--- src/hdl/secac_pkg.sv ---
/*
 * Constants shared by the security and settings-access controller: port
 * addresses, subcommand codes, tier codes, link-select codes and timing.
 * Assumes a 100 MHz core clock.
 */
package secac_pkg;

    // ****************************************************************
    // Host-visible byte addresses
    // ****************************************************************
    localparam logic [7:0]  ADDR_SUB_LO    = 8'h3e;
    localparam logic [7:0]  ADDR_SUB_HI    = 8'h3f;
    localparam logic [7:0]  ADDR_BUF_FIRST = 8'h40;
    localparam logic [7:0]  ADDR_BUF_LAST  = 8'h47;
    localparam logic [7:0]  ADDR_CSUM      = 8'h60;
    localparam logic [7:0]  ADDR_LEN       = 8'h61;
    localparam int          BUF_BYTES      = 8;
    localparam int          KEY_WORDS      = 4;

    // ****************************************************************
    // Subcommands
    // ****************************************************************
    localparam logic [15:0] CMD_ENTER_EDIT = 16'h0090;
    localparam logic [15:0] CMD_LEAVE_EDIT = 16'h0092;
    localparam logic [15:0] CMD_ON_BOOT_BIT_A       = 16'h0030;
    localparam logic [15:0] CMD_KEY_STORE  = 16'h0035;
    localparam logic [7:0]  KEY_STORE_LEN  = 8'h0a;

    // ****************************************************************
    // Tier status codes {tier_bit_high, tier_bit_low}
    // ****************************************************************
    localparam logic [1:0]  TIER_CODE_NONE   = 2'h0;
    localparam logic [1:0]  TIER_CODE_LOCKED = 2'h3;
    localparam logic [1:0]  TIER_CODE_OPENED = 2'h2;
    localparam logic [1:0]  TIER_CODE_FULL   = 2'h1;

    // ****************************************************************
    // Link-select codes
    // ****************************************************************
    localparam logic [7:0]  LSEL_DEFAULT    = 8'h00;
    localparam logic [7:0]  LSEL_SINGLE     = 8'h03;
    localparam logic [7:0]  LSEL_STD        = 8'h07;
    localparam logic [7:0]  LSEL_FAST       = 8'h08;
    localparam logic [7:0]  LSEL_FAST_TMO   = 8'h09;
    localparam logic [7:0]  LSEL_STD_CRC    = 8'h11;
    localparam logic [7:0]  LSEL_FAST_CRC   = 8'h12;
    localparam logic [7:0]  LSEL_STD_TMO    = 8'h1e;
    localparam logic [7:0]  LSEL_FAST_ALT   = 8'hff;

    // ****************************************************************
    // Timing
    // ****************************************************************
    localparam longint      CLK_HZ          = 100000000;
    localparam longint      KEY_WIN_S       = 4;
    localparam logic [31:0] KEY_WIN_CYC     = 32'(KEY_WIN_S * CLK_HZ);

    typedef enum {T_NONE, T_LOCKED, T_OPENED, T_FULL} secac_tier_t;

endpackage

--- src/hdl/secac_ctrl.sv ---
/*
 * Security tiers, key transitions, key store and settings-edit mode of a
 * battery monitor command interface.
 * Assumes the host writes and reads bytes over a slow link whose clock,
 * strobes, address and data all arrive from outside this clock domain.
 */
// What this block does
// - Enter edit mode, force protection switches off
// - Raise edit flag once mode active
// - Halt measurement and protection while editing
// - Leave edit resumes and applies new settings
// - Edit mode only from unrestricted tier
// - Locked denies settings access; opened allows reads
// - Unrestricted allows all settings; OTP only in edit mode
// - Key bytes consecutive, no write between them
// - Tier bits: 11 locked, 10 opened, 01 full
// - Unrestricted reachable by key only from opened tier
// - Key store: four big-endian words, eight bytes
// - Second key within four seconds
// - Key read: command, then eight buffer bytes
// - Key write: buffer, checksum, then length
// - Lock at boot if set; lock on on_boot_bit_a outside edit mode
// - Freeze bit blocks settings and OTP write enables
// - Permanent lock never leaves locked tier
// - Code 03 selects single-wire link
// - Codes 11, 12 select link with CRC
// - Codes 1e, 09 select link with timeouts
// - Codes 00, 08, ff fast; 07 standard
// - Link change in edit applies on leave
`timescale 1ns/1ns
module secac_ctrl #(
    parameter logic [31:0] KEY_WIN_CYC = secac_pkg::KEY_WIN_CYC,
    parameter logic [15:0] KEY_OPEN_1  = 16'h1111,
    parameter logic [15:0] KEY_OPEN_2  = 16'h2222,
    parameter logic [15:0] KEY_FULL_1  = 16'h3333,
    parameter logic [15:0] KEY_FULL_2  = 16'h4444
) (
    input  wire logic       MCLK,
    input  wire logic       NRST,
    input  wire logic       LINK_CLK,
    input  wire logic       LINK_WR,
    input  wire logic       LINK_RD,
    input  wire logic [7:0] LINK_ADDR,
    input  wire logic [7:0] LINK_DATA,
    input  wire logic       ON_BOOT_BIT_A_ON_BOOT,
    input  wire logic       FREEZE_SETTINGS,
    input  wire logic       PERMANENT_LOCK,
    input  wire logic [7:0] LINK_SEL_CFG,
    output logic [7:0]      RD_DATA,
    output logic            TIER_BIT_HIGH,
    output logic            TIER_BIT_LOW,
    output logic            SETTINGS_EDIT_FLAG,
    output logic            FET_FORCE_OFF,
    output logic            MEAS_HALT,
    output logic            APPLY_SETTINGS,
    output logic            SETTINGS_RD_ALLOW,
    output logic            SETTINGS_WR_ALLOW,
    output logic            OTP_WR_ALLOW,
    output logic            SINGLE_WIRE_HOST_LINK,
    output logic            LINK_FAST,
    output logic            LINK_CRC,
    output logic            LINK_TIMEOUT,
    output logic            LINK_SEL_RESERVED
);
    import secac_pkg::*;

    // ****************************************************************
    // Link input synchronisers and edge detection
    // ****************************************************************
    logic [18:0]  sync1;
    logic [18:0]  sync2;
    logic         clk_prev;
    logic         take;
    logic         wr_take;
    logic         rd_take;
    logic [7:0]   addr;
    logic [7:0]   data;

    always_ff @(posedge MCLK) begin
        if (!NRST) begin
            sync1    <= '0;
            sync2    <= '0;
            clk_prev <= 1'b0;
        end else begin
            sync1    <= {LINK_CLK, LINK_WR, LINK_RD, LINK_ADDR, LINK_DATA};
            sync2    <= sync1;
            clk_prev <= sync2[18];
        end
    end

    assign take    = sync2[18] && !clk_prev;
    assign wr_take = take && sync2[17];
    assign rd_take = take && sync2[16];
    assign addr    = sync2[15:8];
    assign data    = sync2[7:0];

    // ****************************************************************
    // Subcommand word assembly
    // ****************************************************************
    logic         last_lo;
    logic [7:0]   lo_byte;
    logic [15:0]  last_cmd;
    logic         word_done;
    logic [15:0]  sub_word;

    assign word_done = wr_take && addr == ADDR_SUB_HI && last_lo;
    assign sub_word  = {data, lo_byte};

    always_ff @(posedge MCLK) begin
        if (!NRST) begin
            last_lo  <= 1'b0;
            lo_byte  <= 8'h00;
            last_cmd <= 16'h0000;
        end else if (wr_take) begin
            last_lo <= addr == ADDR_SUB_LO;
            if (addr == ADDR_SUB_LO)
                lo_byte <= data;
            if (word_done)
                last_cmd <= sub_word;
        end
    end

    // ****************************************************************
    // Tier state, key pairs and window
    // ****************************************************************
    secac_tier_t  tier;
    logic         edit;
    logic [15:0]  key_mem [0:KEY_WORDS-1];
    logic         pend;
    logic [31:0]  win_cnt;
    logic         can_step;
    logic [15:0]  key_a;
    logic [15:0]  key_b;
    logic         key1_hit;
    logic         key2_hit;
    logic         in_window;
    logic         cmd_on_boot_bit_a;

    assign can_step  = tier == T_OPENED || (tier == T_LOCKED && !PERMANENT_LOCK);
    assign key_a     = (tier == T_OPENED) ? key_mem[2] : key_mem[0];
    assign key_b     = (tier == T_OPENED) ? key_mem[3] : key_mem[1];
    assign in_window = win_cnt < KEY_WIN_CYC;
    assign key1_hit  = word_done && can_step && sub_word == key_a;
    assign key2_hit  = word_done && pend && can_step && in_window && sub_word == key_b;
    assign cmd_on_boot_bit_a  = word_done && sub_word == CMD_ON_BOOT_BIT_A && !edit;

    always_ff @(posedge MCLK) begin
        if (!NRST) begin
            pend    <= 1'b0;
            win_cnt <= 32'h0000_0000;
        end else if (key1_hit && !key2_hit) begin
            pend    <= 1'b1;
            win_cnt <= 32'h0000_0000;
        end else if (word_done || (wr_take && addr != ADDR_SUB_LO)) begin
            pend    <= 1'b0;
        end else if (pend) begin
            if (in_window)
                win_cnt <= win_cnt + 32'h0000_0001;
            else
                pend <= 1'b0;
        end
    end

    always_ff @(posedge MCLK) begin
        if (!NRST) begin
            tier <= T_NONE;
        end else if (tier == T_NONE) begin
            tier <= ON_BOOT_BIT_A_ON_BOOT ? T_LOCKED : T_FULL;
        end else if (cmd_on_boot_bit_a) begin
            tier <= T_LOCKED;
        end else if (key2_hit) begin
            tier <= (tier == T_LOCKED) ? T_OPENED : T_FULL;
        end
    end

    always_ff @(posedge MCLK) begin
        if (!NRST) begin
            TIER_BIT_HIGH <= 1'b0;
            TIER_BIT_LOW  <= 1'b0;
        end else begin
            unique case (tier)
                T_NONE:   {TIER_BIT_HIGH, TIER_BIT_LOW} <= TIER_CODE_NONE;
                T_LOCKED: {TIER_BIT_HIGH, TIER_BIT_LOW} <= TIER_CODE_LOCKED;
                T_OPENED: {TIER_BIT_HIGH, TIER_BIT_LOW} <= TIER_CODE_OPENED;
                T_FULL:   {TIER_BIT_HIGH, TIER_BIT_LOW} <= TIER_CODE_FULL;
            endcase
        end
    end

    // ****************************************************************
    // Settings-edit mode and access permissions
    // ****************************************************************
    logic         cmd_enter;
    logic         cmd_leave;

    assign cmd_enter = word_done && sub_word == CMD_ENTER_EDIT && tier == T_FULL;
    assign cmd_leave = word_done && sub_word == CMD_LEAVE_EDIT && edit;

    always_ff @(posedge MCLK) begin
        if (!NRST) begin
            edit           <= 1'b0;
            APPLY_SETTINGS <= 1'b0;
        end else begin
            APPLY_SETTINGS <= cmd_leave;
            if (cmd_enter)
                edit <= 1'b1;
            else if (cmd_leave)
                edit <= 1'b0;
        end
    end

    assign SETTINGS_EDIT_FLAG = edit;
    assign FET_FORCE_OFF      = edit;
    assign MEAS_HALT          = edit;

    always_ff @(posedge MCLK) begin
        if (!NRST) begin
            SETTINGS_RD_ALLOW <= 1'b0;
            SETTINGS_WR_ALLOW <= 1'b0;
            OTP_WR_ALLOW      <= 1'b0;
        end else begin
            SETTINGS_RD_ALLOW <= tier == T_OPENED || tier == T_FULL;
            SETTINGS_WR_ALLOW <= tier == T_FULL && !FREEZE_SETTINGS;
            OTP_WR_ALLOW      <= tier == T_FULL && edit && !FREEZE_SETTINGS;
        end
    end

    // ****************************************************************
    // Key store transfer buffer
    // ****************************************************************
    logic [7:0]   buf_mem [0:BUF_BYTES-1];
    logic [7:0]   csum;
    logic [7:0]   buf_sum;
    logic         buf_hit;
    logic [2:0]   buf_idx;
    logic         len_wr;
    logic         store_ok;

    assign buf_hit = addr >= ADDR_BUF_FIRST && addr <= ADDR_BUF_LAST;
    assign buf_idx = addr[2:0];
    assign len_wr  = wr_take && addr == ADDR_LEN && last_cmd == CMD_KEY_STORE;

    always_comb begin
        buf_sum = CMD_KEY_STORE[7:0] + CMD_KEY_STORE[15:8];
        for (int i = 0; i < BUF_BYTES; i++)
            buf_sum = buf_sum + buf_mem[i];
    end

    assign store_ok = len_wr && data == KEY_STORE_LEN && csum == ~buf_sum
                      && tier == T_FULL;

    always_ff @(posedge MCLK) begin
        if (!NRST) begin
            csum <= 8'h00;
            for (int i = 0; i < BUF_BYTES; i++)
                buf_mem[i] <= 8'h00;
        end else if (word_done && sub_word == CMD_KEY_STORE && tier != T_LOCKED) begin
            for (int i = 0; i < KEY_WORDS; i++) begin
                buf_mem[2*i]   <= key_mem[i][15:8];
                buf_mem[2*i+1] <= key_mem[i][7:0];
            end
        end else if (wr_take && buf_hit) begin
            buf_mem[buf_idx] <= data;
        end else if (wr_take && addr == ADDR_CSUM) begin
            csum <= data;
        end
    end

    always_ff @(posedge MCLK) begin
        if (!NRST) begin
            key_mem[0] <= KEY_OPEN_1;
            key_mem[1] <= KEY_OPEN_2;
            key_mem[2] <= KEY_FULL_1;
            key_mem[3] <= KEY_FULL_2;
        end else if (store_ok) begin
            for (int i = 0; i < KEY_WORDS; i++)
                key_mem[i] <= {buf_mem[2*i], buf_mem[2*i+1]};
        end
    end

    // ****************************************************************
    // Host read data
    // ****************************************************************
    always_ff @(posedge MCLK) begin
        if (!NRST)
            RD_DATA <= 8'h00;
        else if (rd_take) begin
            if (addr == ADDR_SUB_LO)
                RD_DATA <= last_cmd[7:0];
            else if (addr == ADDR_SUB_HI)
                RD_DATA <= last_cmd[15:8];
            else if (buf_hit)
                RD_DATA <= buf_mem[buf_idx];
            else
                RD_DATA <= 8'h00;
        end
    end

    // ****************************************************************
    // Host link selection
    // ****************************************************************
    logic [7:0]   link_sel;
    logic         sel_load;

    assign sel_load = tier == T_NONE || cmd_leave;

    always_ff @(posedge MCLK) begin
        if (!NRST)
            link_sel <= LSEL_DEFAULT;
        else if (sel_load)
            link_sel <= LINK_SEL_CFG;
    end

    always_ff @(posedge MCLK) begin
        if (!NRST) begin
            SINGLE_WIRE_HOST_LINK <= 1'b0;
            LINK_FAST             <= 1'b1;
            LINK_CRC              <= 1'b0;
            LINK_TIMEOUT          <= 1'b0;
            LINK_SEL_RESERVED     <= 1'b0;
        end else begin
            SINGLE_WIRE_HOST_LINK <= link_sel == LSEL_SINGLE;
            LINK_FAST             <= link_sel == LSEL_DEFAULT || link_sel == LSEL_FAST
                                     || link_sel == LSEL_FAST_ALT || link_sel == LSEL_FAST_CRC
                                     || link_sel == LSEL_FAST_TMO;
            LINK_CRC              <= link_sel == LSEL_STD_CRC || link_sel == LSEL_FAST_CRC;
            LINK_TIMEOUT          <= link_sel == LSEL_STD_TMO || link_sel == LSEL_FAST_TMO;
            LINK_SEL_RESERVED     <= !(link_sel inside {LSEL_DEFAULT, LSEL_SINGLE, LSEL_STD,
                                       LSEL_FAST, LSEL_FAST_TMO, LSEL_STD_CRC, LSEL_FAST_CRC,
                                       LSEL_STD_TMO, LSEL_FAST_ALT});
        end
    end

    logic [63:0] key_flat;
    assign key_flat = {key_mem[0], key_mem[1], key_mem[2], key_mem[3]};
endmodule

--- config.mk ---
export PLATFORM = sky130hd
export DESIGN_NAME = secac_ctrl
export DESIGN_NICKNAME = d
export VERILOG_FILES = /design/src/hdl/secac_pkg.sv /design/src/hdl/secac_ctrl.sv
export SDC_FILE = /design/constraint.sdc
export NUM_CORES = 1
export LEC_CHECK = 0
export BUFFER_PORTS_ARGS = -buffer_cell sky130_fd_sc_hd__buf_2
export CORE_MARGIN = 8
export CORE_UTILIZATION = 44
export DETAILED_ROUTE_END_ITERATION = 8
export GPL_TIMING_DRIVEN = 0
export PLACE_DENSITY_LB_ADDON = 0.08
export SLEW_MARGIN = 20
export SYNTH_ARGS = -nofsm -noshare
export SYNTH_HDL_FRONTEND = slang
export SYNTH_SLANG_ARGS = --single-unit
--- constraint.sdc ---
create_clock -name MCLK -period 7.7 [get_ports MCLK]
set_clock_uncertainty 0.1 [all_clocks]
set_input_delay 0.385 -clock MCLK [delete_from_list [all_inputs] [get_ports MCLK]]
set_output_delay 0.385 -clock MCLK [all_outputs]
set_load 0.03 [all_outputs]
# [After elaboration in Yosys (flattened, before gate mapping)]
# Memory sizes are Yosys's and may differ from the RTL's. A register that Yosys moved wholly into a read port is not among the register bits.
# Cells that the tools add are included.
[classes] add_sub_neg=9 multipliers=0 div_mod_pow=0 magnitude_cmp=3 eq_ne=29 shifts=0 muxes=45 bitwise_logic=17 reduce_logical=65
[op_table] cell="== test 32 x 2 -> 1 bit, second input constant" count=3
[op_table] cell="2-to-1 mux 16 bit" count=6
[op_table] cell="2-to-1 mux 32 bit" count=3
[op_table] cell="2-to-1 mux 8 bit" count=12
[op_table] cell="== test 32 x 3 -> 1 bit, second input constant" count=2
[op_table] cell="zero test 32 bit" count=2
[op_table] cell="adder 8 bit" count=7
[op_table] cell="== test 16 x 6 -> 1 bit, second input constant" count=3
[op_table] cell="logical AND 1 bit" count=33
[op_table] cell="adder 32 x 1 -> 32 bit, second input constant" count=1
[op_table] cell="== test 16 bit" count=2
[op_table] cell="== test 16 x 8 -> 1 bit, second input constant" count=2
[op_table] cell="== test 32 x 1 -> 1 bit, second input constant" count=1
[op_table] cell="< comparator 32 x 29 -> 1 bit, second input constant" count=1
[op_table] cell="inequality test 32 x 2 -> 1 bit, second input constant" count=1
[op_table] cell="== test 8 x 4 -> 1 bit, second input constant" count=3
[op_table] cell="== test 8 x 5 -> 1 bit, second input constant" count=3
[op_table] cell="2-to-1 mux 1 bit" count=19
[op_table] cell="== test 8 x 6 -> 1 bit, second input constant" count=2
[op_table] cell="== test 8 x 7 -> 1 bit, second input constant" count=2
[op_table] cell="OR 1 bit" count=12
[op_table] cell="logical OR 1 bit" count=10
[op_table] cell="OR reduction 2 bit" count=5
[op_table] cell="nonzero test 9 bit" count=1
[op_table] cell="other kinds (20)" count=32
[word_totals] regBits=165 latchBits=0 mem_bits_rw=128 rom_bits=0 in_bits=32 out_inout_bits=22 elab_cells=194 mem_count=2
[memory_table] name="buf_mem" depth=8 word_bits=8 rd=9 rd_ports_with_merged_regs=1 wr=8 line_no="secac_ctrl.sv:231" rtl="logic [7:0] buf_mem [0:BUF_BYTES-1];"
[memory_table] name="key_mem" depth=4 word_bits=16 rd=4 rd_ports_with_merged_regs=0 wr=4 line_no="secac_ctrl.sv:128" rtl="logic [15:0] key_mem [0:KEY_WORDS-1];"

# [Depth between registers and ports, before layout]
# Gate-level depths: netlist of run 1.
[logic_depth] ltp_word=16 mapped_depth=18 depth_no_buf=16

# [Least setup slack after synthesis of run 1]
# Ideal clock, no wire load.
[synth_timing] path_kind="reg-to-reg" start="memory buf_mem[6][3]" end="memory key_mem[0][0], enable pin" setup_time_ns=0.494 t_arrival_ns=6.939 slack_ns=0.167 stages_incl_launch_ff=17 n_path_buf=3 path_cell_list="edfxtp_1 fa_1 inv_1 fa_1 fa_1 fa_1 inv_1 ha_1 a21o_1 a21oi_1 o21bai_1 a21oi_1 xnor2_1 clkbuf_1 buf_2 buf_2 o21ai_1"
[synth_lines] element="start, declared" line_no="secac_ctrl.sv:231"
[synth_lines] element="end, declared" line_no="secac_ctrl.sv:128"

==> results of run 1 <==
-- area by class of cell --
class,count,area [µm²]
well taps,396,495
plain buffers,93,457
repair buffers,84,626
clock inverters,10,73.8
inverters,60,225
fillers,2796,14800
clock buffers,44,893
multi-input cells,868,6470
flip-flops and latches,263,6550
-- cell usage in the layout, fill, tap and decap left out, types with 18 or more instances in the layout --
cell / count
sky130_fd_sc_hd__o21ai_0: 29
sky130_fd_sc_hd__nor4_1: 18
sky130_fd_sc_hd__nand4_1: 27
sky130_fd_sc_hd__fa_1: 38
sky130_fd_sc_hd__a22o_1: 48
sky130_fd_sc_hd__ha_1: 20
sky130_fd_sc_hd__clkbuf_1: 69
sky130_fd_sc_hd__nor2_1: 80
sky130_fd_sc_hd__mux2i_1: 81
sky130_fd_sc_hd__clkbuf_16: 30
sky130_fd_sc_hd__xor2_1: 30
sky130_fd_sc_hd__dfxtp_1: 135
sky130_fd_sc_hd__edfxtp_1: 128
sky130_fd_sc_hd__xnor2_1: 54
sky130_fd_sc_hd__inv_1: 60
sky130_fd_sc_hd__nand2_1: 115
sky130_fd_sc_hd__buf_2: 63
sky130_fd_sc_hd__nor3_1: 53
sky130_fd_sc_hd__and2_1: 49
sky130_fd_sc_hd__nor3_2: 26
sky130_fd_sc_hd__a21oi_1: 26
sky130_fd_sc_hd__or4_1: 23
sky130_fd_sc_hd__dlygate4sd3_1: 28
-- cell families after synthesis --
group,Yosys count,share of synthesized area
buf+inv,153,0.0498
mux,89,0.0658
simple gates,471,0.190
xor+xnor,84,0.0538
fa+ha+maj,58,0.0739
compound gates,166,0.0886
flops,263,0.478
-- routing by layer --
layer,vias to the layer above,track usage,part of all wire
met4,2,0.0808,0.034
met1,5135,0.336,0.43
met5,-,0.0123,0.0014
met3,76,0.0558,0.090
li1,4811,-,-
met2,464,0.366,0.44
-- state kept, by name (all words and copies together) (netlist names), 16 cells and up --
signal and flops:
sync2 19, sync1 19, buf_mem 64, key_mem 64, win_cnt 32, last_cmd 16
-- worst paths after layout --
check                                           start        endpoint  slack (ns)
worst min register to register               sync1[4]        sync2[4]        0.33
worst min-delay path            ON_BOOT_BIT_A_ON_BOOT         tier[1]        0.06
worst max-delay path                    buf_mem[5][3]  key_mem[0][10]        1.57
worst max register to register          buf_mem[5][3]  key_mem[0][10]        1.57
-- metrics by stage --
stage	instance area, µm²	total power [µW]	TNS, ns	hold slack, ns
6_report	15800	4030	0	0.0554
2_1_floorplan	13700	2260	0	0.312
4_1_cts	15800	4050	0	0.0410
3_3_place_gp	14400	2620	-147.47	0.316
3_5_place_dp	14500	2640	0	0.318
5_1_grt	15800	4210	0	0.0652
-- critical path: stages (launching register included) --
cell	delay [ns]
sky130_fd_sc_hd__edfxtp_1	0.53
sky130_fd_sc_hd__fa_1	0.62
sky130_fd_sc_hd__inv_1	0.08
sky130_fd_sc_hd__fa_1	0.50
sky130_fd_sc_hd__fa_1	0.51
sky130_fd_sc_hd__fa_1	0.54
sky130_fd_sc_hd__inv_1	0.07
sky130_fd_sc_hd__ha_1	0.29
sky130_fd_sc_hd__a21o_1	0.18
sky130_fd_sc_hd__a21oi_1	0.22
sky130_fd_sc_hd__o21bai_1	0.09
sky130_fd_sc_hd__a21oi_1	0.24
sky130_fd_sc_hd__xnor2_1	0.17
sky130_fd_sc_hd__clkbuf_1	0.37
sky130_fd_sc_hd__buf_2	0.37
sky130_fd_sc_hd__buf_2	0.36
sky130_fd_sc_hd__o21ai_4	0.20
sky130_fd_sc_hd__buf_16	0.26
sky130_fd_sc_hd__buf_16	0.16
-- timing repair --
item	in CTS	in global routing
hold buffers	28	0
gates resized for setup	0	0
hold endpoints to repair	28	0
-- power groups by stage --
stage | clock, µW | sequential [µW] | combinational (µW)
finish | 1410 | 1550 | 1080
CTS | 1420 | 1550 | 1080
detailed placement | 0 | 1580 | 1060
global route | 1480 | 1550 | 1180
global placement | 0 | 1580 | 1040
floorplan | 0 | 1560 | 698
==> metrics.log, run 1 <==
INFO  metric post-route-drc-count = 0
INFO  metric cap_viol_max_count = 0
INFO  metric globalRouteOverflowTotal = 0
INFO  metric fin_nets = 1489
INFO  metric clk_transition_reported_paths = 0.06 ns
INFO  metric place.port_buffers = 52
INFO  metric cts_tree = built
INFO  metric non_filler_cells_in_the_finished_layout = 1818
INFO  metric timing.critical_path.to_type = register
INFO  metric placementRows = 64
INFO  metric cts-root-to-sink-buffers = 3
INFO  metric min_path_cells = 4
INFO  metric largest_net_degree_at_the_start_of_global_routing = 20
INFO  metric clk-insertion-delay-late = 0.58 ns
INFO  metric wl = 44900 µm
INFO  metric tritoncts_num_sinks = 263
INFO  metric grt_usage = 0.242
INFO  metric place.detailed.hpwl = 33600 µm
INFO  metric dr.pass1.iters = 6
INFO  metric power.static_leakage = 0.00592 µW
INFO  metric cts_htree_levels = 1
INFO  metric synthDominantAreaCellType = sky130_fd_sc_hd__edfxtp_1
INFO  metric vias_per_instance = 5.77
INFO  metric grt_antenna_before_repair = 1
INFO  metric synth-seq-area-share = 0.478
INFO  metric period_minus_slack = 6.13 ns
INFO  metric global_route_wire_length_before_repair = 66300 µm
INFO  metric post_synthesis_cell_area = 13700 µm²
INFO  metric seqPwrFrac = 0.384
INFO  metric ant_diodes = 0
INFO  metric syn_area_per_cell = 10.7 µm²
INFO  metric synth_enable_flop_cells = 128
INFO  metric yosys.cell_types.count = 64
INFO  metric crit_arrival = 6.36 ns
INFO  metric core_area = 30600 µm²
INFO  metric netlist_top_cells_count = sky130_fd_sc_hd__dfxtp_1 (135), sky130_fd_sc_hd__edfxtp_1 (128), sky130_fd_sc_hd__nand2_1 (115)
INFO  metric layout-drive-gt1-share = 0.129
INFO  metric internal_power = 2640 µW
INFO  metric die-width = 192 µm
INFO  metric timing_hold_violations_final = 0
INFO  metric ant_nets = 0
INFO  metric worst-path-max-fanout = 19
INFO  metric worst_pin_slew = 1.13 ns
INFO  metric placed_cells = 1736
INFO  metric timing.final.ws_setup = 1.57 ns
INFO  metric final-max-slew-violation-count = 0
INFO  metric setup-violations-final = 0
INFO  metric synth_to_layout_area_growth = 15.3%
INFO  metric cts-buffers-inserted = 29
INFO  metric netlist_top_cells_area = sky130_fd_sc_hd__edfxtp_1 (28%), sky130_fd_sc_hd__dfxtp_1 (20%), sky130_fd_sc_hd__mux2i_1 (5.9%)
INFO  metric dominantRegCellSynth = sky130_fd_sc_hd__dfxtp_1
INFO  metric rsz0062_at_grt = false
INFO  metric routed-via-count = 10500
INFO  metric yosys_register_bits = 263
INFO  metric final_core_utilization = 0.516
INFO  metric p_sw = 1390 µW
INFO  metric dieArea = 37000 µm²
INFO  metric p_per_area = 255 nW/µm²
INFO  metric cts-root-buf = sky130_fd_sc_hd__clkbuf_16
INFO  metric critical_path_class = reg2reg
INFO  metric run_status = finished clean
INFO  metric fmax = 163 MHz
INFO  metric yosys.area.top_type_share = 0.281
INFO  metric synthesis.yosys.warnings = 0
INFO  metric switching_power_share_of_the_total = 0.346
INFO  metric placement.setup.worst_slack = 1.57 ns
INFO  metric detailedRoute.firstIterationViolations = 1138
INFO  metric peakVddDrop = 0.000345 V
INFO  metric final.period_utilization = 0.796
INFO  metric max-slew-margin-rel = 0.247
INFO  metric synth-async-reset-ratio = 0
INFO  metric grt_pass1_vias = 10100
INFO  metric required = 7.93 ns
INFO  metric ioPinCount = 54
INFO  metric share_comb_of_total_power = 0.267
INFO  metric postCtsSetupRepairBufs = 0
INFO  metric reg2reg_depth = 18
INFO  metric dieHeight = 192 µm
INFO  metric leading_cell_type_by_number_of_instances_after_synthesis = sky130_fd_sc_hd__dfxtp_1
INFO  metric postSynthCellCount = 1284
INFO  metric synth.net_count = 1374
INFO  metric initial_core_util = 0.447
INFO  metric clkPwrFrac = 0.349
INFO  metric cp-start-kind = register
INFO  metric final_replace_weighted_congestion = 0.970
INFO  metric worst_hold_class = in2reg
INFO  metric post_drt_wl_per_cell = 24.7 µm
Note: power is estimated with default switching activity, not from simulation.
==> run 2, diff against run 1 <==
==> constraint.sdc (replaced) <==
create_clock -name MCLK -period 5.2 [get_ports MCLK]
set_clock_uncertainty 0.1 [all_clocks]
set_input_delay 0.26 -clock MCLK [delete_from_list [all_inputs] [get_ports MCLK]]
set_output_delay 0.26 -clock MCLK [all_outputs]
set_load 0.03 [all_outputs]
==> metrics.log, run 2 (synthesized netlist as in run 1, its figures left out) <==
INFO  metric cap_viol_max_count = 0 (unchanged)
INFO  metric dieArea = 37000 µm² (unchanged)
INFO  metric mostFrequentLayoutCells = sky130_fd_sc_hd__dfxtp_1 (135), sky130_fd_sc_hd__edfxtp_1 (128), sky130_fd_sc_hd__nand2_1 (115) (unchanged)
INFO  metric global_route_wire_length_before_repair = 68200 µm (was 66300 µm)
INFO  metric dieHeight = 192 µm (unchanged)
INFO  metric cts-buffers-inserted = 31 (was 29)
INFO  metric timing.rr.end = key_mem[1][1] (was key_mem[0][10])
INFO  metric period_minus_slack = 5.38 ns (was 6.13 ns)
INFO  metric cts-root-buf = sky130_fd_sc_hd__clkbuf_16 (unchanged)
INFO  metric hold_slack = 0.286 ns (was 0.0554 ns)
INFO  metric cp-endpoint = key_mem[1][1] (was key_mem[0][10])
INFO  metric cp-start-kind = register (unchanged)
INFO  metric globalRouteOverflowTotal = 0 (unchanged)
INFO  metric dr.pass1.iters = 5 (was 6)
INFO  metric max-slew-margin-rel = 0.127 (was 0.247)
INFO  metric core_area = 30600 µm² (unchanged)
INFO  metric clk_transition_reported_paths = 0.06 ns (about the same)
INFO  metric cts_htree_levels = 1 (unchanged)
INFO  metric rsz0062_at_grt = true (was false)
INFO  metric synth_to_layout_area_growth = 23.4% (was 15.3%)
INFO  metric clk-insertion-delay-late = 0.59 ns (was 0.58 ns)
INFO  metric highest-signal-layer = met4 (was met5)
INFO  metric grt_pass1_vias = 10400 (was 10100)
INFO  metric post-route-drc-count = 0 (unchanged)
INFO  metric ant_nets = 0 (unchanged)
INFO  metric met3_wirelength = 4660 µm (was 4020 µm)
INFO  metric worst_pin_slew = 1.31 ns (was 1.13 ns)
INFO  metric routed-via-count = 11100 (was 10500)
INFO  metric tritoncts_num_sinks = 263 (unchanged)
INFO  metric final_core_utilization = 0.552 (was 0.516)
INFO  metric run_status = finished with violations (was finished clean)
INFO  metric cts-root-to-sink-buffers = 3 (unchanged)
INFO  metric failed_checks = negative setup slack
INFO  metric final.period_utilization = 1.03 (was 0.796)
INFO  metric die-width = 192 µm (unchanged)
INFO  metric placed_cell_area = 14600 µm² (was 14500 µm²)
INFO  metric peakVddDrop = 0.000823 V (was 0.000345 V)
INFO  metric post_drt_wl_per_cell = 25.8 µm (was 24.7 µm)
INFO  metric required = 5.42 ns (was 7.93 ns)
INFO  metric detailedRoute.firstIterationViolations = 1423 (was 1138)
INFO  metric min_path_cells = 3 (was 4)
INFO  metric worst_hold_class = in2reg (unchanged)
INFO  metric final_replace_weighted_congestion = 0.959 (was 0.970)
INFO  metric placementRows = 64 (unchanged)
INFO  metric critical_path_class = reg2reg (unchanged)
INFO  metric dr_wl_met2 = 21500 µm (was 19800 µm)
INFO  metric final-max-slew-violation-count = 0 (unchanged)
INFO  metric ioPinCount = 54 (unchanged)
INFO  metric reg_top3 = buf_mem x64, key_mem x64, win_cnt x32 (unchanged)
INFO  metric cts_tree = built (unchanged)
INFO  metric crit_arrival = 5.60 ns (was 6.36 ns)
INFO  metric grt_usage = 0.250 (was 0.242)
INFO  metric fmax = 186 MHz (was 163 MHz)
INFO  metric setup_slack_reg_to_reg = -0.18 ns (was 1.57 ns)
INFO  metric timing.critical_path.to_type = register (unchanged)
INFO  metric layout-drive-gt1-share = 0.193 (was 0.129)
INFO  metric power.static_leakage = 0.00646 µW (was 0.00592 µW)
INFO  metric place.port_buffers = 52 (unchanged)
INFO  metric layout_commonest_cell = sky130_fd_sc_hd__dfxtp_1 (unchanged)
INFO  metric worst-path-max-fanout = 5 (was 19)
INFO  metric timing.final.ws_setup = -0.177 ns (was 1.57 ns)
INFO  metric grt_antenna_before_repair = 0 (was 1)
INFO  metric reg2reg_depth = 16 (was 18)
INFO  metric rr_startpoint = buf_mem[2][2] (was buf_mem[5][3])
INFO  metric layout.cell_area.non_filler = 16900 µm² (was 15800 µm²)
INFO  metric crit_path_start = buf_mem[2][2] (was buf_mem[5][3])
INFO  metric m1WireLength = 19700 µm (was 19500 µm)
INFO  metric largest_net_degree_at_the_start_of_global_routing = 20 (unchanged)
INFO  metric place.detailed.hpwl = 33900 µm (was 33600 µm)
INFO  metric vias_per_instance = 5.97 (was 5.77)
INFO  metric timing_hold_violations_final = 0 (unchanged)
INFO  metric fin_nets = 1526 (was 1489)
INFO  metric initial_core_util = 0.447 (unchanged)
INFO  metric setup-violations-final = 85 (was 0)
INFO  metric p_per_area = 397 nW/µm² (was 255 nW/µm²)
INFO  metric ant_diodes = 0 (unchanged)
INFO  metric wl = 47900 µm (was 44900 µm)
-- run 2: per-stage QoR --
stage	std cells	total power (µW)	setup WS, ns	TNS [ns]
global placement	1732	3970	-1.71	-129.74
global route	1854	6940	-0.279	-21.68
floorplan	1284	3420	-0.322	-20.60
finish	1854	6700	-0.177	-10.55
CTS	1839	6130	-0.181	-12.80
detailed placement	1738	3980	-0.762	-68.05
-- run 2: final cells by class --
| class | instances | area (µm²) |
|---|---|---|
| Fill cell | 2735 | 13700 |
| Sequential cell | 263 | 6550 |
| Clock inverter | 8 | 66.3 |
| Timing Repair Buffer | 120 | 1150 |
| Multi-Input combinational cell | 868 | 6950 |
| Tap cell | 396 | 495 |
| Buffer | 92 | 572 |
| Clock buffer | 47 | 876 |
| Inverter | 60 | 225 |
-- run 2: power by group --
group	switching [µW]	internal, µW
logic	1610	737
clock network	890	1160
registers	65.2	2230
-- run 2: timing repair --
item | 4_1_cts | 5_1_grt
gates cloned | 3 | 8
endpoints found under the hold margin | 30 | 0
pin swaps | 4 | 31
resized for setup | 39 | 104
setup endpoints to repair | 127 | 128
setup buffers | 14 | 8
hold buffers | 29 | 0
-- run 2: worst max-delay path, stage by stage (launching register included) --
cell and delay, ns:
sky130_fd_sc_hd__edfxtp_1 0.53, sky130_fd_sc_hd__fa_1 0.54, sky130_fd_sc_hd__fa_1 0.49, sky130_fd_sc_hd__inv_1 0.05
sky130_fd_sc_hd__fa_1 0.48, sky130_fd_sc_hd__fa_1 0.49, sky130_fd_sc_hd__inv_1 0.04, sky130_fd_sc_hd__ha_2 0.19
sky130_fd_sc_hd__fa_2 0.36, sky130_fd_sc_hd__xnor2_2 0.15, sky130_fd_sc_hd__xnor2_1 0.18, sky130_fd_sc_hd__nand4_1 0.18
sky130_fd_sc_hd__nor4_4 0.24, sky130_fd_sc_hd__nand4_1 0.23, sky130_fd_sc_hd__clkbuf_8 0.25, sky130_fd_sc_hd__clkbuf_16 0.16
sky130_fd_sc_hd__or4_4 0.42
-- run 2: how the worst min path moves through the flow --
stage	start	endpoint	slack (ns)
6_report	FREEZE_SETTINGS	SETTINGS_WR_ALLOW	0.29
5_1_grt	FREEZE_SETTINGS	SETTINGS_WR_ALLOW	0.29
4_1_cts	FREEZE_SETTINGS	SETTINGS_WR_ALLOW	0.27
3_5_place_dp	sync1[5]	sync2[5]	0.32
3_3_place_gp	sync1[13]	sync2[13]	0.32
2_1_floorplan	FREEZE_SETTINGS	SETTINGS_WR_ALLOW	0.24
-- run 2: routing by layer --
metal,up-vias,global-route usage
met4,0,0.103
met1,5473,0.340
met5,-,0
met2,593,0.378
li1,4881,-
met3,124,0.0571
